[config.mk]
export PLATFORM = sky130hd
export DESIGN_NAME = qpdbi_link
export DESIGN_NICKNAME = d
export VERILOG_FILES = /design/src/qpdbi_pkg.sv /design/src/qpdbi_fifo.sv /design/src/qpdbi_link.sv
export VERILOG_INCLUDE_DIRS = /design/src
export SDC_FILE = /design/constraint.sdc
export NUM_CORES = 1
export LEC_CHECK = 0
export ABC_CLOCK_PERIOD_IN_PS = 5000
export BUFFER_PORTS_ARGS = -buffer_cell sky130_fd_sc_hd__buf_4
export CAP_MARGIN = 20
export CORE_ASPECT_RATIO = 0.8
export CORE_MARGIN = 2
export CORE_UTILIZATION = 45
export DETAILED_ROUTE_END_ITERATION = 10
export PLACE_DENSITY = 0.58
export SLEW_MARGIN = 5
export SYNTH_ARGS = -nofsm -noshare
export SYNTH_HDL_FRONTEND = slang
export SYNTH_SLANG_ARGS = --single-unit
[constraint.sdc]
create_clock -name clk -period 5 [get_ports clk]
set_input_delay 0.25 -clock clk [delete_from_list [all_inputs] [get_ports clk]]
set_output_delay 0.25 -clock clk [all_outputs]
set_load 0.05 [all_outputs]
[src/qpdbi_cfg.svh]
`ifndef QPDBI_CFG_SVH
`define QPDBI_CFG_SVH

// ----------------------------------------------------------------
// Widths and grouping
// ----------------------------------------------------------------
`define QPDBI_DATA_W 64
`define QPDBI_GROUP_W 16
`define QPDBI_GROUPS 4
`define QPDBI_HALF_W 8
`define QPDBI_SLOTS 4
`define QPDBI_FIFO_DEPTH 8

// ----------------------------------------------------------------
// Timing
// ----------------------------------------------------------------
`define QPDBI_BUSCLK_NS 48
`define QPDBI_CLK_NS 4
`define QPDBI_SLOT_CYC ((`QPDBI_BUSCLK_NS / `QPDBI_CLK_NS) / `QPDBI_SLOTS)
`define QPDBI_HOLD_CYC (`QPDBI_SLOT_CYC - 2)

`endif

[src/qpdbi_pkg.sv]
`include "qpdbi_cfg.svh"

package qpdbi_pkg;

    // Electrical pin levels; every line is asserted when low.
    typedef struct packed {
        logic [`QPDBI_DATA_W-1:0] data;
        logic [`QPDBI_GROUPS-1:0] invFlag;
        logic [`QPDBI_GROUPS-1:0] strbP;
        logic [`QPDBI_GROUPS-1:0] strbN;
        logic valid;
    } qpdbi_pins_t;

    typedef enum logic [3:0] {
        PH_IDLE = 4'h1,
        PH_SETUP = 4'h2,
        PH_STROBE = 4'h4,
        PH_HOLD = 4'h8
    } qpdbi_phase_t;

    typedef struct packed {
        qpdbi_pins_t drv;
        logic drvOeN;
        qpdbi_phase_t phase;
        logic [1:0] slot;
        logic [1:0] holdCnt;
        logic [2:0] busClkSync;
        logic [2:0] oeHist;
        qpdbi_pins_t inS1;
        qpdbi_pins_t inS2;
        logic [`QPDBI_GROUPS-1:0] prevP;
        logic [`QPDBI_GROUPS-1:0] prevN;
        logic [`QPDBI_DATA_W-1:0] rxData;
        logic [`QPDBI_GROUPS-1:0] rxGot;
        logic [`QPDBI_DATA_W-1:0] rxWord;
        logic rxValid;
    } qpdbi_state_t;

endpackage

[src/qpdbi_fifo.sv]
`include "qpdbi_cfg.svh"

module qpdbi_fifo #(
    parameter int W = `QPDBI_DATA_W,
    parameter int DEPTH = `QPDBI_FIFO_DEPTH
) (
    input wire logic clk,
    input wire logic resetn,
    input wire logic inValid,
    input wire logic [W-1:0] inData,
    output logic inReady,
    output logic outValid,
    output logic [W-1:0] outData,
    input wire logic outReady
);

    localparam int AW = $clog2(DEPTH);

    // DEPTH must be a power of two so that the pointers wrap by themselves.
    typedef struct packed {
        logic [DEPTH-1:0][W-1:0] mem;
        logic [AW-1:0] wp;
        logic [AW-1:0] rp;
        logic [AW:0] cnt;
        logic inReady;
        logic outValid;
        logic [W-1:0] head;
    } qpdbi_fifo_state_t;

    qpdbi_fifo_state_t r_reg;
    qpdbi_fifo_state_t r_next;
    logic push;
    logic pop;

    assign push = inValid & r_reg.inReady;
    assign pop = outReady & r_reg.outValid;

    always_comb begin
        r_next = r_reg;
        if (push) begin
            r_next.mem[r_reg.wp] = inData;
            r_next.wp = r_reg.wp + 1'b1;
        end
        if (pop) begin
            r_next.rp = r_reg.rp + 1'b1;
        end
        r_next.cnt = r_reg.cnt + {{AW{1'b0}}, push} - {{AW{1'b0}}, pop};
        r_next.inReady = r_next.cnt != (AW+1)'(DEPTH);
        r_next.outValid = r_next.cnt != '0;
        // The head word is registered so the consumer never sees a memory read path.
        r_next.head = r_next.mem[r_next.rp];
    end

    always_ff @(posedge clk or negedge resetn) begin
        if (!resetn) begin
            r_reg <= '0;
        end else begin
            r_reg <= r_next;
        end
    end

    assign inReady = r_reg.inReady;
    assign outValid = r_reg.outValid;
    assign outData = r_reg.head;

endmodule // qpdbi_fifo

[src/qpdbi_link.sv]
// Function
// Payload travels over one shared 64-bit data path common to all agents.
// The driver asserts the valid indicator on each real transfer and receivers take only marked words.
// The driver places four successive words on the data lines in every common bus clock period.
// Receivers latch on the falling edge of the positive-phase and of the negative-phase strobe.
// Data lines form groups of sixteen, each timed by its own strobe pair from the driver.
// Group n covers bits 16n+15 down to 16n and uses strobe pair n and inversion flag n.
// A receiver complements a group whose inversion flag is asserted to restore the true data.
// A driver may invert a group when more than half of its bits would be asserted.
// The inversion flag is asserted exactly when its group is driven inverted.
// The inversion decision is made anew for each of the four transfers of a period.
`include "qpdbi_cfg.svh"

module qpdbi_link #(
    parameter int FIFO_DEPTH = `QPDBI_FIFO_DEPTH
) (
    input wire logic clk,
    input wire logic resetn,
    input wire logic busClk,
    input wire logic busOwner,
    input wire logic txValid,
    input wire logic [`QPDBI_DATA_W-1:0] txData,
    output logic txReady,
    input wire qpdbi_pkg::qpdbi_pins_t pinsIn,
    output qpdbi_pkg::qpdbi_pins_t pinsOut,
    output logic pinsOeN,
    output logic [`QPDBI_DATA_W-1:0] rxWord,
    output logic rxValid
);

    localparam int GW = `QPDBI_GROUP_W;
    localparam int NG = `QPDBI_GROUPS;
    localparam int SC = `QPDBI_SLOT_CYC;

    qpdbi_pkg::qpdbi_state_t r_reg;
    qpdbi_pkg::qpdbi_state_t r_next;

    logic fifoValid;
    logic fifoPop;
    logic [`QPDBI_DATA_W-1:0] fifoData;
    logic [`QPDBI_DATA_W-1:0] txPins;
    logic [NG-1:0] txInv;
    logic [NG-1:0] rxLatch;
    logic [`QPDBI_DATA_W-1:0] rxTrue;
    logic [`QPDBI_DATA_W-1:0] latchMask;
    logic [`QPDBI_DATA_W-1:0] txDecoded;
    logic [NG-1:0] gotNext;
    logic busRise;
    logic rxArmed;
    logic startSlot;

    // ----------------------------------------------------------------
    // Transmit buffer
    // ----------------------------------------------------------------
    qpdbi_fifo #(
        .W(`QPDBI_DATA_W),
        .DEPTH(FIFO_DEPTH)
    ) u_fifo (
        .clk(clk),
        .resetn(resetn),
        .inValid(txValid),
        .inData(txData),
        .inReady(txReady),
        .outValid(fifoValid),
        .outData(fifoData),
        .outReady(fifoPop)
    );

    // ----------------------------------------------------------------
    // Per-group coding
    // ----------------------------------------------------------------
    for (genvar g = 0; g < NG; g++) begin : gen_group
        localparam int LO = g * GW;
        // The decision is taken on the word about to leave, so each word gets its own flag.
        assign txInv[g] = $countones(fifoData[LO +: GW]) > `QPDBI_HALF_W;
        // Pin level is the complement of the logical value; inversion undoes that.
        assign txPins[LO +: GW] = txInv[g] ? fifoData[LO +: GW] : ~fifoData[LO +: GW];
        assign rxTrue[LO +: GW] = r_reg.inS2.invFlag[g] ? ~r_reg.inS2.data[LO +: GW]
                                                        : r_reg.inS2.data[LO +: GW];
        assign rxLatch[g] = rxArmed & ~r_reg.inS2.valid
                            & ((r_reg.prevP[g] & ~r_reg.inS2.strbP[g])
                            | (r_reg.prevN[g] & ~r_reg.inS2.strbN[g]));
        assign latchMask[LO +: GW] = {GW{rxLatch[g]}};
        assign txDecoded[LO +: GW] = r_reg.drv.invFlag[g] ? ~r_reg.drv.data[LO +: GW]
                                                          : r_reg.drv.data[LO +: GW];
    end

    // Our own strobes echo back through the synchroniser; wait until they have drained.
    assign rxArmed = r_reg.drvOeN & (&r_reg.oeHist);
    assign busRise = r_reg.busClkSync[1] & ~r_reg.busClkSync[2];
    assign gotNext = r_reg.rxGot | rxLatch;

    // ----------------------------------------------------------------
    // Next state
    // ----------------------------------------------------------------
    always_comb begin
        r_next = r_reg;
        fifoPop = 1'b0;
        startSlot = 1'b0;
        r_next.busClkSync = {r_reg.busClkSync[1:0], busClk};
        r_next.oeHist = {r_reg.oeHist[1:0], r_reg.drvOeN};
        r_next.inS1 = pinsIn;
        r_next.inS2 = r_reg.inS1;
        r_next.prevP = r_reg.inS2.strbP;
        r_next.prevN = r_reg.inS2.strbN;
        r_next.rxValid = 1'b0;
        r_next.rxData = (r_reg.rxData & ~latchMask) | (rxTrue & latchMask);
        if (&gotNext) begin
            r_next.rxWord = r_next.rxData;
            r_next.rxValid = 1'b1;
            r_next.rxGot = '0;
        end else begin
            r_next.rxGot = gotNext;
        end

        // A new bus clock period restarts the four slots whenever busOwner is high, which keeps them aligned.
        if (busRise && busOwner) begin
            r_next.slot = '0;
            startSlot = 1'b1;
        end else begin
            case (r_reg.phase)
                qpdbi_pkg::PH_IDLE: begin
                    r_next.phase = qpdbi_pkg::PH_IDLE;
                end
                qpdbi_pkg::PH_SETUP: begin
                    r_next.phase = qpdbi_pkg::PH_STROBE;
                    if (!r_reg.drv.valid) begin
                        if (r_reg.slot[0]) begin
                            r_next.drv.strbN = '0;
                        end else begin
                            r_next.drv.strbP = '0;
                        end
                    end
                end
                qpdbi_pkg::PH_STROBE: begin
                    r_next.phase = qpdbi_pkg::PH_HOLD;
                    r_next.holdCnt = 2'(`QPDBI_HOLD_CYC - 1);
                    r_next.drv.strbP = '1;
                    r_next.drv.strbN = '1;
                end
                qpdbi_pkg::PH_HOLD: begin
                    if (r_reg.holdCnt != '0) begin
                        r_next.holdCnt = r_reg.holdCnt - 1'b1;
                    end else if (r_reg.slot == 2'(`QPDBI_SLOTS - 1)) begin
                        r_next.phase = qpdbi_pkg::PH_IDLE;
                        r_next.drvOeN = 1'b1;
                        r_next.drv = '1;
                    end else begin
                        r_next.slot = r_reg.slot + 1'b1;
                        startSlot = 1'b1;
                    end
                end
                default: begin
                    r_next.phase = qpdbi_pkg::PH_IDLE;
                end
            endcase
        end

        // An empty buffer leaves the slot unmarked rather than stalling the period.
        if (startSlot) begin
            r_next.phase = qpdbi_pkg::PH_SETUP;
            r_next.holdCnt = '0;
            r_next.drvOeN = 1'b0;
            r_next.drv.strbP = '1;
            r_next.drv.strbN = '1;
            r_next.drv.valid = ~fifoValid;
            fifoPop = fifoValid;
            r_next.drv.data = txPins;
            r_next.drv.invFlag = ~txInv;
        end
    end

    always_ff @(posedge clk or negedge resetn) begin
        if (!resetn) begin
            r_reg <= '{drv: '1, drvOeN: 1'b1, phase: qpdbi_pkg::PH_IDLE,
                       oeHist: '1, inS1: '1, inS2: '1, prevP: '1, prevN: '1,
                       default: '0};
        end else begin
            r_reg <= r_next;
        end
    end

    assign pinsOut = r_reg.drv;
    assign pinsOeN = r_reg.drvOeN;
    assign rxWord = r_reg.rxWord;
    assign rxValid = r_reg.rxValid;
endmodule // qpdbi_link

* Word level (Yosys, flattened, before mapping)
Index checks and enable logic that the tools add are counted.
W data, S select, Z words.
** Storage, ports and cells
- Output and inout bits :: 144
- Word-level logic and storage cells :: 232
- Flip-flop bits (word level) :: 975
** Operators by class
- Bitwise gates (word level) :: 46
- Magnitude comparators :: 7
- Reduce and logical (&&, ||, !) cells :: 17
- Muxes and demuxes :: 40
- Add/sub/neg operators :: 66
- Equality and inequality tests :: 15
** Operator list (number)
- $mux W515 :: 1
- $bwmux W512 :: 1
- $mux W82 :: 3
- $bmux W64 S3 :: 1
- $demux W64 S3 :: 1
- $and A64 B64 Y64 :: 2
- $mux W16 :: 8
- $mux W64 :: 2
- $not A16 Y16 :: 8
- $mux W84 :: 1
- $mux W68 :: 1
- $add A1 B1 Y2 :: 32
- $not A64 Y64 :: 1
- $or A64 B64 Y64 :: 1
- $add A2 B2 Y3 :: 16
- $add A3 B3 Y4 :: 8
- $pmux W8 S3 :: 1
- $add A4 B4 Y5 :: 4
- $gt A5 B4 Y1 const B :: 4
- $ne A3 B3 Y1 const B :: 6
- $and A1 B1 Y1 :: 17
- $mux W2 :: 7
- $mux W4 :: 3
- $pmux W4 S3 :: 1
- other kinds (28) :: 61

* Logic depth before layout (Yosys ltp)
- Word-level depth :: 10
- Depth in mapped cells :: 16

* Hierarchy
From an unflattened synthesis, not the netlist that was laid out.
** Second synthesis, totals
- Cells, all modules :: 4399
- Area, all modules :: 45479.9 um2
** Modules (own cells, without submodules)
- qpdbi_fifo :: cells an instance 3051, area an instance 28991.6 um2, sequential area each 14714.1 um2, instances 1
- qpdbi_link :: cells an instance 1348, area an instance 16488.3 um2, sequential area each 9831.9 um2, instances 1

* Worst setup path after synthesis
OpenSTA, ideal clock, no wires.
- Path kind :: register -> register
- From :: register u_fifo.r_reg, in the netlist u_fifo.outData[11]
- To :: register r_reg, in the netlist pinsOut[20]
- Clock period less this slack :: 4.589 ns
- Path slack :: 0.411 ns
- Arrival time :: 4.496 ns
- Stages on the path, launching flop included :: 16
- Buffers on the path :: 1
- Path through :: dfrtp_1 inv_1 fa_1 fa_1 fa_1 fa_1 inv_1 ha_1 inv_1 fa_1 nor3b_1 a21oi_1 o21ai_1 buf_2 xnor2_1 a21oi_1
** Between the ends
- Cells in the longest elaborated chain, start to end :: 7
** Ends and longest elaborated chain
- start: declaration :: line qpdbi_fifo.sv:30 : qpdbi_fifo_state_t r_reg;
- start signal: assignment :: line qpdbi_fifo.sv:58 : r_reg <= r_next;
- $add A1 B1 Y2 :: line qpdbi_link.sv:75 : assign txInv[g] = $countones(fifoData[LO +: GW]) > `QPDBI_HALF_W;
- $add A2 B2 Y3 :: line qpdbi_link.sv:75
- $add A3 B3 Y4 :: line qpdbi_link.sv:75
- $add A4 B4 Y5 :: line qpdbi_link.sv:75
- $gt A5 B4 Y1 (no line)
- $mux W16 :: line qpdbi_link.sv:77 : assign txPins[LO +: GW] = txInv[g] ? fifoData[LO +: GW] : ~fifoData[LO +: GW];
- $mux W82 :: line qpdbi_link.sv:160 : if (startSlot) begin
- end signal: assignment :: line qpdbi_link.sv:175 : r_reg <= '{drv: '1, drvOeN: 1'b1, phase: qpdbi_pkg::PH_IDLE,
- end signal: assignment :: line qpdbi_link.sv:179 : r_reg <= r_next;
- end: declaration :: line qpdbi_link.sv:35 : qpdbi_pkg::qpdbi_state_t r_reg;
No other way between the ends.
A chain may end at the register's enable or synchronous reset.

* Worst setup path in the final report
- From :: register u_fifo.r_reg, in the netlist u_fifo.outData[32]
- To :: register r_reg, in the netlist pinsOut[54]
The elaborated chain is that of the path after synthesis.

==> out/results.md <==
| Parameter | Reported | Unit |
|---|---|---|
| Result of the run | finished, final reports clean | - |
| Initial antenna violation count | 8 | - |
| Cell area after placement | 46400 | µm² |
| Area of the mapped netlist | 44200 | µm² |
| Async S/R FF share, synth | 1.00 | - |
| Number of routed nets with antenna violations | 0 | - |
| Growth of design area from synthesis to finish | 15.9 | % |
| Tightest slew margin relative to the limit | 0.290 | - |
| Largest clock skew in the final design | 0.0321 | ns |
| Total Die Area | 101000 | µm² |
| Worst Reg2Reg Path Length in Cells | 16 | - |
| Fraction of final layout cells sized beyond drive strength 1 | 0.355 | - |
| Initial core utilization | 0.455 | - |
| Critical path type | flop to flop | - |
| Count of state elements after synthesis | 969 | - |
| Required time reported for the critical path endpoint | 5.54 | ns |
| Num CTS Buffers | 98 | - |
| Distinct cell type count of the synthesized netlist | 54 | - |
| Slack of the worst reg-to-reg path | 0.33 | ns |
| Drt drc | 0 | - |
| Maximum clock path buffer count | 3 | - |
| Post-CTS setup repair buffer count | 0 | - |
| HPWL reported at the end of detailed placement | 61500 | µm |
| Synth Flop Type | dfrtp_1 | - |
| Worst r2r dst | pinsOut[54]$_DFFE_PN1P_ | - |
| Filler cell count in the final layout | 8368 | - |
| Final non-filler cell area | 51300 | µm² |
| Clock latency on the worst-skew pair | 0.67 | ns |
| DR iter-0 viols | 2029 | - |
| Height of the die | 284 | µm |
| Core ar. | 97100 | µm² |
| Vias post-DR | 28100 | - |
| Via count of the first global-routing pass | 28500 | - |
| Sequential cell area in the final layout | 24500 | µm² |
| Critical path data arrival time | 5.21 | ns |
| Transition time of the tightest slew-check pin | 1.07 | ns |
| Clock tree from TritonCTS | yes | - |
| Maximum clock frequency | 214 | MHz |
| Clock sink total | 969 | - |
| Type of the tightest min-delay check | input port to asynchronous set/reset pin | - |
| Total routing resource utilization after global routing | 0.216 | - |
| Cells after Synth | 3579 | - |
| Commonest cells after routing, fill and taps aside | 731 x dfrtp_1, 577 x mux2_2, 510 x or3_1 | - |
| Average wire per standard cell | 21.4 | µm |
| Most common cell after layout, fill and taps aside | dfrtp_1 | - |
| I/O pins | 290 | - |
| Syn Nets | 3794 | - |
| Number of flip-flops under the largest register name | 522 | - |
| Final Hold Viols | 0 | - |
| Part of the cycle the worst path needs | 0.935 | - |
| FP Rows | 102 | - |
| Endpoint kind of the worst setup timing path | flop | - |
| Proportion of synthesized chip area in sequential cells | 0.555 | - |
| Worst Setup Slack, final | 0.326 | ns |
| Port bufs | 289 | - |
| Root buffer cell | clkbuf_16 | - |
| Final-layout worst hold slack | 0.181 | ns |
| Number of synthesized flops with an enable pin | 0 | - |
| Max-cap check violation count | 0 | - |
| Setup repair after global routing missed its margin | no | - |
| Startpoint types | flop | - |
| DRT Pass-1 Iters | 5 | - |
| Gr ovfl total | 0 | - |
| Maximum number of pins on one net before global-route repair | 211 | - |
| Post-Route Setup TNS | 0 | ns |
| Mapped Avg Cell Area | 12.4 | µm² |
| Reg-to-reg critical path startpoint | u_fifo.outData[32]$_DFF_PN0_ | - |
| Horizontal extent of the die | 354 | µm |
| Worst slack, placed | 0.0278 | ns |
| Layout net count | 3919 | - |
| Final Routed Wirelength | 109000 | µm |
| Per-cell via count in the routed design | 5.51 | - |
| Critical path peak fanout | 10 | - |
| Slew Viols, Final | 0 | - |
| First-pass GRT wire length | 171000 | µm |
| Multi-input gate area | 16900 | µm² |
| Htree depth | 3 | - |
| Clock transition time at the flip-flop clock pins of the worst setup and hold paths | 0.06 | ns |
| Final Setup Violations | 0 | - |
| Shortest period the worst path allows | 4.67 | ns |
| Number of warnings reported in the yosys synthesis log | 0 | - |
| Last weighted congestion value of the routability-driven placer | 0.755 | - |
routing by layer:
metal / up-vias / part of all wire / GRT usage
met4: 8 / 0.020 / 0.0529
met5: - / 0.00045 / 0
met3: 166 / 0.039 / 0.0302
met2: 488 / 0.48 / 0.351
met1: 14500 / 0.46 / 0.305
li1: 12900 / - / -
through the flow:
step / cells / util
final: 5091 / 0.528
after global routing: 5091 / 0.528
after floorplan: 3579 / -
after detailed placement: 4756 / 0.477
after CTS: 5086 / 0.527
after global placement: 4756 / 0.477
cell families after synthesis:
kind of cell	share of synthesized area
buffers and inverters	0.0659
muxes	0.149
and+or+nand+nor	0.103
adders and majority gates	0.0265
DFF	0.555
AOI/OAI and AO/OA	0.0731
xor gates and xnor gates	0.0277
cell type report:
cell class,instances,share of cell area
inverters,126,0.00932
diodes,2,0.0000976
flip-flops and latches,969,0.479
multi-input cells,2018,0.330
well taps,1300,0.0317
repair buffers,491,0.0845
clock buffers,155,0.0576
clock inverters,30,0.00815
how the worst max path moves through the flow:
stage                                            start                      end  depth (start not counted)
after floorplan           u_fifo.outData[11]$_DFF_PN0_  pinsOut[20]$_DFFE_PN1P_                         15
after global placement    u_fifo.outData[27]$_DFF_PN0_  pinsOut[44]$_DFFE_PN1P_                         14
after detailed placement  u_fifo.outData[27]$_DFF_PN0_  pinsOut[44]$_DFFE_PN1P_                         14
after CTS                 u_fifo.outData[32]$_DFF_PN0_  pinsOut[52]$_DFFE_PN1P_                         15
after global routing      u_fifo.outData[27]$_DFF_PN0_  pinsOut[33]$_DFFE_PN1P_                         14
final                     u_fifo.outData[32]$_DFF_PN0_  pinsOut[54]$_DFFE_PN1P_                         16
cells in the mapped netlist (7+ instances only):
master     instances  share of area
nand2_1           82         0.0070
nand3b_1          10         0.0017
nand4_1           65         0.0092
buf_2             57         0.0065
nand2b_1           7        0.00099
ha_1              28         0.0079
clkbuf_1         245          0.021
buf_1             11        0.00093
o21ai_0           71         0.0080
mux2_2           577           0.15
fa_1              41          0.019
buf_4            141          0.024
nor2_1            95         0.0081
o2111ai_1        255          0.051
dfrtp_1          731           0.41
a21oi_1           83         0.0094
xnor2_1          135          0.027
or3_1            510          0.072
buf_6             12         0.0031
dfstp_2          238           0.14
inv_1            124          0.011
worst max-delay path, stage by stage (launching register included):
cell and delay (ns):
dfrtp_1 0.36, inv_1 0.07, fa_1 0.60, fa_1 0.45
fa_1 0.52, fa_1 0.42, inv_1 0.07, ha_1 0.16
inv_1 0.06, fa_1 0.56, nand2b_1 0.09, nor3b_1 0.19
nor2_1 0.08, o21ai_2 0.47, buf_8 0.23, xnor2_1 0.13
a21oi_1 0.09
what timing repair did:
| item | in CTS | in global routing |
|---|---|---|
| hold buffers | 145 | 0 |
| setup endpoints to repair | 1 | 0 |
| gates resized for setup | 1 | 0 |
| hold endpoints to repair | 677 | 0 |
Power is not shown: default switching activity piles up to over one toggle a cycle in this logic, so the estimate is an artifact.
